$ cat src/hw/adr_pkg.sv
package adr_pkg;
  localparam logic [15:0] ADR_BASE_BLOCKING = 16'h0200;
  localparam logic [15:0] ADR_BASE_NONBLOCKING = 16'h0300;
  localparam logic [7:0] ADR_OFF_WAKE_LEVEL = 8'h08;
  localparam logic [7:0] ADR_OFF_WAKE_INPUT_CTRL = 8'h09;
  localparam logic [7:0] ADR_OFF_WAKE_UP_CTRL = 8'h12;
  localparam logic [7:0] ADR_OFF_WAKE_SOURCE = 8'h14;
  localparam logic [7:0] ADR_OFF_CURRENT_SENSE = 8'h3c;
  localparam logic [7:0] ADR_OFF_CONV_SEL_HI = 8'h82;
  localparam logic [7:0] ADR_OFF_CONV_SEL_LO = 8'h83;
  localparam logic [7:0] ADR_OFF_CONV_DONE_HI = 8'h84;
  localparam logic [7:0] ADR_OFF_CONV_DONE_LO = 8'h85;
  localparam logic [7:0] ADR_OFF_RESULT_FIRST = 8'h86;
  localparam logic [7:0] ADR_OFF_RESULT_LAST = 8'ha5;
  localparam logic [7:0] ADR_OFF_CH9_RESULT_HI = 8'h98;
  localparam logic [7:0] ADR_OFF_CH9_RESULT_LO = 8'h99;
  localparam logic [7:0] ADR_OFF_SILICON_REV = 8'hf4;
  localparam logic [7:0] ADR_RST_CURRENT_SENSE = 8'h00;
  localparam logic [7:0] ADR_RST_ZERO = 8'h00;
  localparam int ADR_FULL_REV_MSB = 3;
  localparam int ADR_FULL_REV_LSB = 2;
  localparam int ADR_MINOR_REV_MSB = 1;
  localparam int ADR_MINOR_REV_LSB = 0;
  localparam int ADR_CURRENT_CH = 9;
  localparam int ADR_WAKE_CH_FIRST = 3;
  localparam int ADR_WAKE_INPUTS_FULL = 6;
  localparam int ADR_WAKE_INPUTS_REDUCED = 4;
  localparam int ADR_CHANNELS = 16;
  localparam int ADR_UNUSED_CH = 13;
  localparam logic [7:0] ADR_WAKE_UP_FIXED_MASK = 8'hc0;
endpackage

$ cat src/hw/adr_link_if.sv
`timescale 1ns/1ns
interface adr_link_if;
  logic req;
  logic wr;
  logic [15:0] addr;
  logic [7:0] wdata;
  logic [7:0] rdata;
  logic ack;
  logic err;
  modport dev (input req, input wr, input addr, input wdata,
    output rdata, output ack, output err);
  modport host (output req, output wr, output addr, output wdata,
    input rdata, input ack, input err);
endinterface

$ cat src/hw/adr_device.sv
`timescale 1ns/1ns
module adr_device import adr_pkg::*; #(
  parameter bit HAS_CURRENT_SENSE = 1'b1,
  parameter int WAKE_INPUTS = ADR_WAKE_INPUTS_FULL,
  parameter logic [1:0] FULL_REV = 2'h0,
  parameter logic [1:0] MINOR_REV = 2'h0
) (
  // System
  input wire logic clk_sys,
  input wire logic sys_rst,
  // Register link
  adr_link_if.dev link,
  // Analog front end
  input wire logic [5:0] wake_input,
  input wire logic [5:0] wake_event,
  input wire logic [1:0] other_wake_event,
  input wire logic conv_valid,
  input wire logic [3:0] conv_channel,
  input wire logic [9:0] conv_value,
  // Controls to analog
  output logic [7:0] current_sense_out,
  output logic [15:0] conv_select_out,
  output logic [7:0] wake_input_ctrl_out,
  output logic [7:0] wake_up_ctrl_out
);
  // Only the full and the reduced build are served
  if (WAKE_INPUTS != ADR_WAKE_INPUTS_FULL &&
      WAKE_INPUTS != ADR_WAKE_INPUTS_REDUCED) begin : g_bad_wake
    $error("adr_device: unsupported WAKE_INPUTS");
  end

  // Present wake inputs, and all converter channels present in this build
  localparam logic [5:0] WAKE_PRESENT = 6'((1 << WAKE_INPUTS) - 1);
  wire logic [15:0] ch_present;
  assign ch_present =
    ~({10'h000, ~WAKE_PRESENT} << ADR_WAKE_CH_FIRST)
    & ~(HAS_CURRENT_SENSE ? 16'h0000 : 16'h0200)
    & ~(16'h0001 << ADR_UNUSED_CH);

  logic [7:0] current_sense;
  logic [15:0] conv_select;
  logic [15:0] conv_done;
  logic [7:0] wake_in_ctrl;
  logic [7:0] wake_up_ctrl;
  logic [7:0] wake_src;
  logic [9:0] result [ADR_CHANNELS];
  logic [7:0] rdata;
  logic ack;
  logic err;

  // Accept either window; the low byte is the register offset
  wire logic [7:0] off;
  wire logic in_window;
  assign off = link.addr[7:0];
  assign in_window = (link.addr[15:8] == ADR_BASE_BLOCKING[15:8]) ||
    (link.addr[15:8] == ADR_BASE_NONBLOCKING[15:8]);
  wire logic rd_hit;
  wire logic wr_hit;
  wire logic is_result;
  wire logic [3:0] res_idx;
  // Channel c reads at RESULT_FIRST + 2c, high byte at the even offset
  assign is_result = (off >= ADR_OFF_RESULT_FIRST) &&
    (off <= ADR_OFF_RESULT_LAST);
  assign res_idx = 4'((off - ADR_OFF_RESULT_FIRST) >> 1);

  function automatic logic known(input logic [7:0] o);
    known = (o == ADR_OFF_WAKE_LEVEL) || (o == ADR_OFF_WAKE_INPUT_CTRL) ||
      (o == ADR_OFF_WAKE_UP_CTRL) || (o == ADR_OFF_WAKE_SOURCE) ||
      (o == ADR_OFF_CURRENT_SENSE) || (o == ADR_OFF_CONV_SEL_HI) ||
      (o == ADR_OFF_CONV_SEL_LO) || (o == ADR_OFF_CONV_DONE_HI) ||
      (o == ADR_OFF_CONV_DONE_LO) || (o == ADR_OFF_SILICON_REV);
  endfunction

  assign rd_hit = in_window && (known(off) || is_result);
  assign wr_hit = link.req && link.wr && in_window;

  // Read mux
  logic [7:0] next_rdata;
  always_comb begin
    next_rdata = 8'h00;
    if (is_result) begin
      if (!off[0])
        next_rdata = result[res_idx][9:2];
      else
        next_rdata = {result[res_idx][1:0], 6'h00};
    end else begin
      case (off)
        ADR_OFF_WAKE_LEVEL: next_rdata = {2'h0, wake_input & WAKE_PRESENT};
        ADR_OFF_WAKE_INPUT_CTRL: next_rdata = wake_in_ctrl;
        ADR_OFF_WAKE_UP_CTRL: next_rdata = wake_up_ctrl;
        ADR_OFF_WAKE_SOURCE: next_rdata = wake_src;
        ADR_OFF_CURRENT_SENSE: next_rdata = current_sense;
        ADR_OFF_CONV_SEL_HI: next_rdata = conv_select[15:8];
        ADR_OFF_CONV_SEL_LO: next_rdata = conv_select[7:0];
        ADR_OFF_CONV_DONE_HI: next_rdata = conv_done[15:8];
        ADR_OFF_CONV_DONE_LO: next_rdata = conv_done[7:0];
        ADR_OFF_SILICON_REV:
          next_rdata = {4'h0, FULL_REV, MINOR_REV};
        default: next_rdata = 8'h00;
      endcase
    end
  end

  // Absent functions keep their control bits at zero regardless of host
  wire logic [7:0] wake_mask8;
  assign wake_mask8 = {2'h0, WAKE_PRESENT};
  wire logic rd_done_hi;
  wire logic rd_done_lo;
  wire logic rd_src;
  assign rd_done_hi = link.req && !link.wr && in_window &&
    off == ADR_OFF_CONV_DONE_HI;
  assign rd_done_lo = link.req && !link.wr && in_window &&
    off == ADR_OFF_CONV_DONE_LO;
  assign rd_src = link.req && !link.wr && in_window &&
    off == ADR_OFF_WAKE_SOURCE;

  wire logic [15:0] conv_set;
  assign conv_set = (conv_valid ? 16'(1) << conv_channel : 16'h0000)
    & ch_present;
  wire logic [7:0] src_set;
  assign src_set = {other_wake_event, wake_event & WAKE_PRESENT
    & wake_up_ctrl[5:0]};

  always_ff @(posedge clk_sys) begin
    if (sys_rst) begin
      current_sense <= ADR_RST_CURRENT_SENSE;
      conv_select <= 16'h0000;
      wake_in_ctrl <= ADR_RST_ZERO;
      wake_up_ctrl <= ADR_RST_ZERO;
    end else if (wr_hit) begin
      case (off)
        ADR_OFF_CURRENT_SENSE:
          current_sense <= HAS_CURRENT_SENSE ? link.wdata : 8'h00;
        ADR_OFF_CONV_SEL_HI:
          conv_select[15:8] <= link.wdata & ch_present[15:8];
        ADR_OFF_CONV_SEL_LO:
          conv_select[7:0] <= link.wdata & ch_present[7:0];
        ADR_OFF_WAKE_INPUT_CTRL: wake_in_ctrl <= link.wdata & wake_mask8;
        ADR_OFF_WAKE_UP_CTRL:
          wake_up_ctrl <= link.wdata & (wake_mask8 | ADR_WAKE_UP_FIXED_MASK);
        // Revision and status offsets take no write
        default: ;
      endcase
    end
  end

  // Set wins over the clear-on-read
  always_ff @(posedge clk_sys) begin
    if (sys_rst) begin
      conv_done <= 16'h0000;
      wake_src <= 8'h00;
    end else begin
      conv_done[15:8] <= (rd_done_hi ? 8'h00 : conv_done[15:8]) |
        conv_set[15:8];
      conv_done[7:0] <= (rd_done_lo ? 8'h00 : conv_done[7:0]) |
        conv_set[7:0];
      wake_src <= (rd_src ? 8'h00 : wake_src) | src_set;
    end
  end

  for (genvar c = 0; c < ADR_CHANNELS; c++) begin : g_res
    always_ff @(posedge clk_sys) begin
      if (sys_rst)
        result[c] <= 10'h000;
      else if (conv_set[c])
        result[c] <= conv_value;
    end
  end

  // One-cycle answer; unmapped offsets read zero and flag an error
  always_ff @(posedge clk_sys) begin
    if (sys_rst) begin
      rdata <= 8'h00;
      ack <= 1'b0;
      err <= 1'b0;
    end else begin
      rdata <= (link.req && !link.wr) ? next_rdata : 8'h00;
      ack <= link.req;
      err <= link.req && !(link.wr ? (in_window && known(off)) : rd_hit);
    end
  end

  assign link.rdata = rdata;
  assign link.ack = ack;
  assign link.err = err;
  assign current_sense_out = current_sense;
  assign conv_select_out = conv_select;
  assign wake_input_ctrl_out = wake_in_ctrl;
  assign wake_up_ctrl_out = wake_up_ctrl;
endmodule

$ cat src/flat_wrapper.sv
// flat-port wrapper written by rule: the top's interface ports become plain ports
module adr_device_flat import adr_pkg::*;
#(
  parameter bit HAS_CURRENT_SENSE = 1'b1,
  parameter int WAKE_INPUTS = ADR_WAKE_INPUTS_FULL,
  parameter logic [1:0] FULL_REV = 2'h0,
  parameter logic [1:0] MINOR_REV = 2'h0
)
  (clk_sys, sys_rst, wake_input, wake_event, other_wake_event, conv_valid, conv_channel, conv_value, current_sense_out, conv_select_out, wake_input_ctrl_out, wake_up_ctrl_out, link_req, link_wr, link_addr, link_wdata, link_rdata, link_ack, link_err);
  adr_link_if link_i ();
  input wire logic clk_sys;
  input wire logic sys_rst;
  input wire logic [5:0] wake_input;
  input wire logic [5:0] wake_event;
  input wire logic [1:0] other_wake_event;
  input wire logic conv_valid;
  input wire logic [3:0] conv_channel;
  input wire logic [9:0] conv_value;
  output logic [7:0] current_sense_out;
  output logic [15:0] conv_select_out;
  output logic [7:0] wake_input_ctrl_out;
  output logic [7:0] wake_up_ctrl_out;
  input wire logic [$bits(link_i.req)-1:0] link_req;
  input wire logic [$bits(link_i.wr)-1:0] link_wr;
  input wire logic [$bits(link_i.addr)-1:0] link_addr;
  input wire logic [$bits(link_i.wdata)-1:0] link_wdata;
  output wire logic [$bits(link_i.rdata)-1:0] link_rdata;
  output wire logic [$bits(link_i.ack)-1:0] link_ack;
  output wire logic [$bits(link_i.err)-1:0] link_err;
  assign link_i.req = link_req;
  assign link_i.wr = link_wr;
  assign link_i.addr = link_addr;
  assign link_i.wdata = link_wdata;
  assign link_rdata = link_i.rdata;
  assign link_ack = link_i.ack;
  assign link_err = link_i.err;
  adr_device #(.HAS_CURRENT_SENSE(HAS_CURRENT_SENSE), .WAKE_INPUTS(WAKE_INPUTS), .FULL_REV(FULL_REV), .MINOR_REV(MINOR_REV)) u_core (.clk_sys(clk_sys), .sys_rst(sys_rst), .link(link_i), .wake_input(wake_input), .wake_event(wake_event), .other_wake_event(other_wake_event), .conv_valid(conv_valid), .conv_channel(conv_channel), .conv_value(conv_value), .current_sense_out(current_sense_out), .conv_select_out(conv_select_out), .wake_input_ctrl_out(wake_input_ctrl_out), .wake_up_ctrl_out(wake_up_ctrl_out));
endmodule
$ cat config.mk
export PLATFORM = sky130hd
export DESIGN_NAME = adr_device_flat
export DESIGN_NICKNAME = d
export VERILOG_FILES = /design/src/hw/adr_pkg.sv /design/src/hw/adr_link_if.sv /design/src/hw/adr_device.sv /design/src/flat_wrapper.sv
export SDC_FILE = /design/constraint.sdc
export NUM_CORES = 1
export LEC_CHECK = 0
export BUFFER_PORTS_ARGS = -buffer_cell sky130_fd_sc_hd__buf_2
export CAP_MARGIN = 20
export CELL_PAD_IN_SITES_DETAIL_PLACEMENT = 1
export CELL_PAD_IN_SITES_GLOBAL_PLACEMENT = 1
export CORE_MARGIN = 2
export CORE_UTILIZATION = 44
export CTS_BUF_LIST = sky130_fd_sc_hd__clkbuf_16
export CTS_CLUSTER_SIZE = 28
export DETAILED_ROUTE_END_ITERATION = 8
export PLACE_DENSITY = 0.81
export SLEW_MARGIN = 20
export SYNTH_ARGS = -nofsm -noshare
export SYNTH_HDL_FRONTEND = slang
export SYNTH_SLANG_ARGS = --single-unit
$ cat constraint.sdc
create_clock -name clk_sys -period 2.1 [get_ports clk_sys]
set_input_delay 0.315 -clock clk_sys [delete_from_list [all_inputs] [get_ports clk_sys]]
set_output_delay 0.315 -clock clk_sys [all_outputs]
set_load 0.01 [all_outputs]
# ---- Word-level counts from Yosys, hierarchy flattened
# Memories as Yosys holds them, arrays and structs flattened.
# Cells that the tools add are included.
dict set report totals {
  inputBits 57
  mem_count 1
  out_inout_bits 50
  word_cells 147
  ram_bits 160
  ff_bits 71
}
dict set report op_classes {
  bitwise_logic 20
  n_lt_le_gt_ge 2
  n_reduce_logical 30
  n_eq_ne 12
  muxes 70
  shifts 1
  addsub 1
}
# memory words width rd rd_ports_with_merged_regs wr line
set mem_list {}
lappend mem_list {u_core.result 16 10 1 0 16 adr_device.sv:46} ;# logic [9:0] result [ADR_CHANNELS];
# operator n
set ops {}
lappend ops {{10-bit two-way mux} 15}
lappend ops {{8-bit one-hot mux with 9 select lines} 1}
lappend ops {{1-bit two-way mux} 48}
lappend ops {{8-bit equality test, second input constant} 5}
lappend ops {{8-bit two-way mux} 5}
lappend ops {{8-bit bitwise OR} 3}
lappend ops {{8-bit by 2-bit equality test with 1-bit output, second input constant} 2}
lappend ops {{8-bit by 4-bit equality test with 1-bit output, second input constant} 2}
lappend ops {{8-bit by 5-bit equality test with 1-bit output, second input constant} 2}
lappend ops {{16-bit two-way mux} 1}
lappend ops {{1-bit by 4-bit left shift with 16-bit output, first input constant} 1}
lappend ops {{1-bit bitwise OR} 15}
lappend ops {{1-bit logical AND} 11}
lappend ops {{1-bit logical OR} 11}
lappend ops {{2-bit AND reduction} 5}
lappend ops {{8-bit by 6-bit equality test with 1-bit output, second input constant} 1}
lappend ops {{8-bit >= comparator, second input constant} 1}
lappend ops {{8-bit less-or-equal comparator, second input constant} 1}
lappend ops {{6-bit bitwise AND} 1}
lappend ops {{5-bit by 3-bit subtractor with 5-bit output, second input constant} 1}
lappend ops {{1-bit logical NOT} 2}
lappend ops {{2-bit OR reduction} 1}
lappend ops {{1-bit inverter} 1}

# ---- Logic depth before layout (Yosys ltp)
dict set report logic_depth {
  ltp_word 15
  ltp_mapped 9
  depth_no_buf 6
}

# ---- Worst setup path before layout
# Ideal clock, no wire load.
dict set report synth_timing {
  path_kind {input to register}
  start {input port link_addr[1]}
  end {register u_core.rdata[7] (netlist: u_core.link.rdata[7])}
  n_path_buf 2
  stages 7
  required_time_ps 1971
  path_slack_ps -70
  arrival_ps 2041
  setup_time_ps 129
  path_cell_list {ha_1 -> buf_2 -> buf_2 -> mux4_2 -> mux4_2 -> mux2i_1 -> o22ai_1}
}
dict set report synth_between {
  elab_chain_cells 4
  word_cells_on_any_way 17
  classes_between {1 x add/sub; 2 x order compare; 9 x eq/ne; 3 x mux; 1 x reduce/logical; 1 x memory}
}
# item line
set synth_rtl {}
lappend synth_rtl {{from (decl)} flat_wrapper.sv:25} ;# input wire logic [$bits(link_i.addr)-1:0] link_addr;
lappend synth_rtl {{5-bit by 3-bit subtractor with 5-bit output} adr_device.sv:64} ;# assign res_idx = 4'((off - ADR_OFF_RESULT_FIRST) >> 1);
lappend synth_rtl {{memory 16 x 10 bit} n/a}
lappend synth_rtl {{8-bit two-way mux} adr_device.sv:82} ;# if (!off[0])
lappend synth_rtl {{8-bit two-way mux (*)} adr_device.sv:81} ;# if (is_result) begin
lappend synth_rtl {{to (signal assigned)} adr_device.sv:177} ;# rdata <= (link.req && !link.wr) ? next_rdata : 8'h00;
lappend synth_rtl {{to (decl)} adr_device.sv:47} ;# logic [7:0] rdata;
# Mark *: on every way between the ends. The rest lies on a longest branch, timed or not.
# A chain may end at the register's enable or synchronous reset.

# ---- Worst setup path in the final report
dict set report layout_timing {
  start {input port link_addr[2]}
  end {register u_core.rdata[6] (netlist: u_core.link.rdata[6])}
}
# Same word-level chain as after synthesis.

==> qor.log <==
qor: status.status finished clean
qor: setup_path.crit_path_end_kind flip-flop
qor: clock_network.postCtsSetupRepairBufs 0
qor: routing.routed-via-count 7,560
qor: yosys.async_flop_share 0%
qor: sta.min_period 2.03 ns
qor: grt.global_route_wire_length_before_repair 48,900 microns
qor: yosys.synthesis.instances 814
qor: clock_network.clock_tree.htree_level_count 1
qor: clock_network.tritoncts built
qor: sta.number_of_setup_violations_in_the_final_report 0
qor: yosys.synth_top_cell_area_share 43.6%
qor: grt.pin_count_of_the_biggest_net_entering_global_routing 55
qor: setup_path.worstPathMaxFanout 12
qor: layout.mostFrequentLayoutCell sky130_fd_sc_hd__and2_1
qor: floorplan.io_pins 107
qor: setup_path.reg2reg_setup_slack 0.20 ns
qor: power.p_per_area 781 nW/um^2
qor: yosys.synth-main-ff-cell sky130_fd_sc_hd__edfxtp_1
qor: yosys.syn_area 10,300 sq um
qor: setup_path.timing.critical_path.from_type primary input
qor: setup_path.required_time_reported_for_the_critical_path_endpoint 2.51 ns
qor: sta.slew-limit-headroom 33.1%
qor: placement.hpwl 23,700 microns
qor: yosys.synth-seq-cells 220
qor: clock_network.cts.path.max_buffers 3
qor: setup_path.endpoint u_core.link.rdata[6]
qor: clock_network.insertion_delay 0.53 ns
qor: layout.finalCoreUtilization 54.4%
qor: clock_network.clock-root-buffer sky130_fd_sc_hd__clkbuf_16
qor: setup_path.crit_start link_addr[2]
qor: routing.drt_wl_total 32,900 microns
qor: floorplan.die_x 157 microns
qor: layout.post_route_cells_drive_above_1_share 31.6%
qor: sta.grt_setup_unrepaired no
qor: setup_path.timing.setup.critical_path_class primary input to flip-flop
qor: sta.tightest_slew 0.996 ns
qor: sta.min_period_over_period 96.5%
qor: placement.post-place-cells 1,285
qor: grt.number_of_antenna_violations_at_the_first_check_in_global_routing 0
qor: layout.finalNonFillerCells 1,331
qor: yosys.yosys_warnings 0
qor: setup_path.worstReg2RegStart u_core.result[14][0]
qor: floorplan.die_height 157 microns
qor: setup_path.arrival_time_reported_for_the_critical_path_endpoint 2.43 ns
qor: clock_network.clock_input_transition_at_the_sequential_cells_of_the_worst_setup_and_hold_paths 0.06 ns
qor: job.drv_cap 0
qor: clock_network.cts_sinks 220
qor: routing.first_pass_iters 4
qor: routing.drt-initial-drc-count 588
qor: placement.gp_congestion 0.871
qor: routing.drt.antenna.violating_nets 0
qor: sta.finClkSkew 0.0200 ns
qor: grt.track_usage 26.9%
qor: hold_path.hp-class primary input to flip-flop
qor: yosys.yosysUniqueCellTypes 64
qor: yosys.yosys-top-cells-area sky130_fd_sc_hd__edfxtp_1, sky130_fd_sc_hd__dfxtp_1, sky130_fd_sc_hd__and2_1
qor: clock_network.cts_buffer_count 24
qor: sta.final.hold.worst_slack 0.0498 ns
qor: floorplan.area_inside_the_core_boundary 23,300 sq um
qor: sta.final-max-slew-violation-count 0
qor: yosys.share_of_synthesized_area_occupied_by_flip_flops_and_latches 57.2%
qor: yosys.synth_enable_flop_cells 150
qor: yosys.syn_area_per_cell 12.7 sq um
qor: setup_path.reg2regPathDepth 5
qor: floorplan.die_area 24,700 sq um
qor: floorplan.start_util 44.4%
qor: layout.layout.cells.most_common_list sky130_fd_sc_hd__and2_1, sky130_fd_sc_hd__edfxtp_1, sky130_fd_sc_hd__buf_4
qor: setup_path.timing.rr.end u_core.link.rdata[6]
qor: power.static-leakage-power 5.04 nW
qor: layout.antenna-diode-count 0
qor: power.ir_worst_vdd 0.000598 V
qor: sta.max_freq 494 MHz
qor: sta.final_hold_viol_count 0
qor: placement.io_buffer_count 102
qor: grt.globalRouteOverflowTotal 0
qor: floorplan.placement_rows 56
qor: routing.viasPerCell 5.68
qor: grt.first_global_vias 8,138
qor: layout.layout_nets 1,052
qor: routing.detail_route.wl_per_cell 24.7 microns
qor: yosys.synth_top_area_cell sky130_fd_sc_hd__edfxtp_1
qor: routing.remaining_drc_errors 0
qor: layout.area_growth 22.6%
cells by family (layout without fill, tap and decap cells):
family,Yosys count,after routing,share of synthesized area (%)
buffers and inverters,73,269,3.27
other,1,3,0.0363
AND/OR/NAND/NOR,309,309,17.9
AO/OA/AOI/OAI,112,112,7.64
XOR/XNOR,3,3,0.254
multiplexers,95,95,13.6
adder cells (fa/ha/maj),1,1,0.121
flip-flops,220,220,57.2
repair_timing:
item / CTS / global route
endpoints found under the hold margin: 2 / 0
hold buffers: 2 / 0
setup endpoints to repair: 0 / 5
gates resized for setup: 0 / 2
metal layers:
| layer | wire [microns] | global-route usage [%] | part of all wire (%) |
|---|---|---|---|
| met1 | 13000 | 32.8 | 39 |
| met2 | 16500 | 47.7 | 50 |
| met3 | 2030 | 3.55 | 6.2 |
| met5 | 0 | 0 | 0 |
| met4 | 1360 | 11.7 | 4.1 |
worst max-delay path: stages:
cell                      delay [ns]
sky130_fd_sc_hd__buf_2          0.11
sky130_fd_sc_hd__ha_2           0.50
sky130_fd_sc_hd__buf_4          0.30
sky130_fd_sc_hd__mux4_2         0.36
sky130_fd_sc_hd__mux4_2         0.47
sky130_fd_sc_hd__mux2i_1        0.24
sky130_fd_sc_hd__o22ai_1        0.12
final cells by class:
cell class / instances / area [sq um]
Clock buffer: 25 / 626
Clock inverter: 19 / 109
Fill cell: 2445 / 10600
Inverter: 6 / 22.5
Multi-Input combinational cell: 523 / 4130
Sequential cell: 220 / 5910
Tap cell: 319 / 399
Timing Repair Buffer: 219 / 1470
registers in the layout, summed over array words and instances (netlist names):
name                        flops
u_core.conv_done               15
u_core.conv_select_out         15
u_core.current_sense_out        8
u_core.link.ack                 1
u_core.link.err                 1
u_core.link.rdata               8
u_core.result                 150
u_core.wake_input_ctrl_out      6
u_core.wake_src                 8
u_core.wake_up_ctrl_out         8
how the worst min path moves through the flow:
stage / start / cells past startpoint / end
2_1_floorplan: sys_rst / 1 / u_core.link.ack
3_3_place_gp: u_core.conv_done[11] / 1 / u_core.conv_done[11]
3_5_place_dp: u_core.conv_done[9] / 1 / u_core.conv_done[9]
4_1_cts: link_req / 3 / u_core.link.err
5_1_grt: link_req / 3 / u_core.link.err
6_report: link_req / 3 / u_core.link.err
stage by stage:
step | TNS (ns) | power [mW] | setup slack (ns) | cell area, sq um
finish | 0 | 9.89 | 0.0738 | 12700
CTS | 0 | 9.93 | 0.0187 | 12700
global route | 0 | 10.1 | 0.0336 | 12700
detailed placement | -6.42 | 5.97 | -0.513 | 11900
global placement | -9.14 | 5.90 | -0.376 | 11900
floorplan | 0 | 5.49 | 0.0176 | 10300
power breakdown:
part	total [mW]	switching [mW]	internal (mW)	leakage (nW)
Combinational	0.997	0.554	0.443	2.66
Sequential	4.90	0.0830	4.81	2.00
Clock	3.99	1.73	2.27	0.385
Total	9.89	2.36	7.52	5.04
synth_stat cells (10+ instances only):
cell type and number:
sky130_fd_sc_hd__a22oi_1 18, sky130_fd_sc_hd__dfxtp_1 70, sky130_fd_sc_hd__nand2_1 11, sky130_fd_sc_hd__a21oi_1 16
sky130_fd_sc_hd__edfxtp_1 150, sky130_fd_sc_hd__nand3_1 13, sky130_fd_sc_hd__clkbuf_1 41, sky130_fd_sc_hd__and2_1 153
sky130_fd_sc_hd__nor3_1 13, sky130_fd_sc_hd__nor2_1 66, sky130_fd_sc_hd__a21o_1 18, sky130_fd_sc_hd__buf_2 15
sky130_fd_sc_hd__o21ai_0 12, sky130_fd_sc_hd__mux2_2 10, sky130_fd_sc_hd__o21bai_1 11, sky130_fd_sc_hd__mux2i_1 50
sky130_fd_sc_hd__mux4_2 35
No activity file was read; power rests on OpenSTA's default activity.
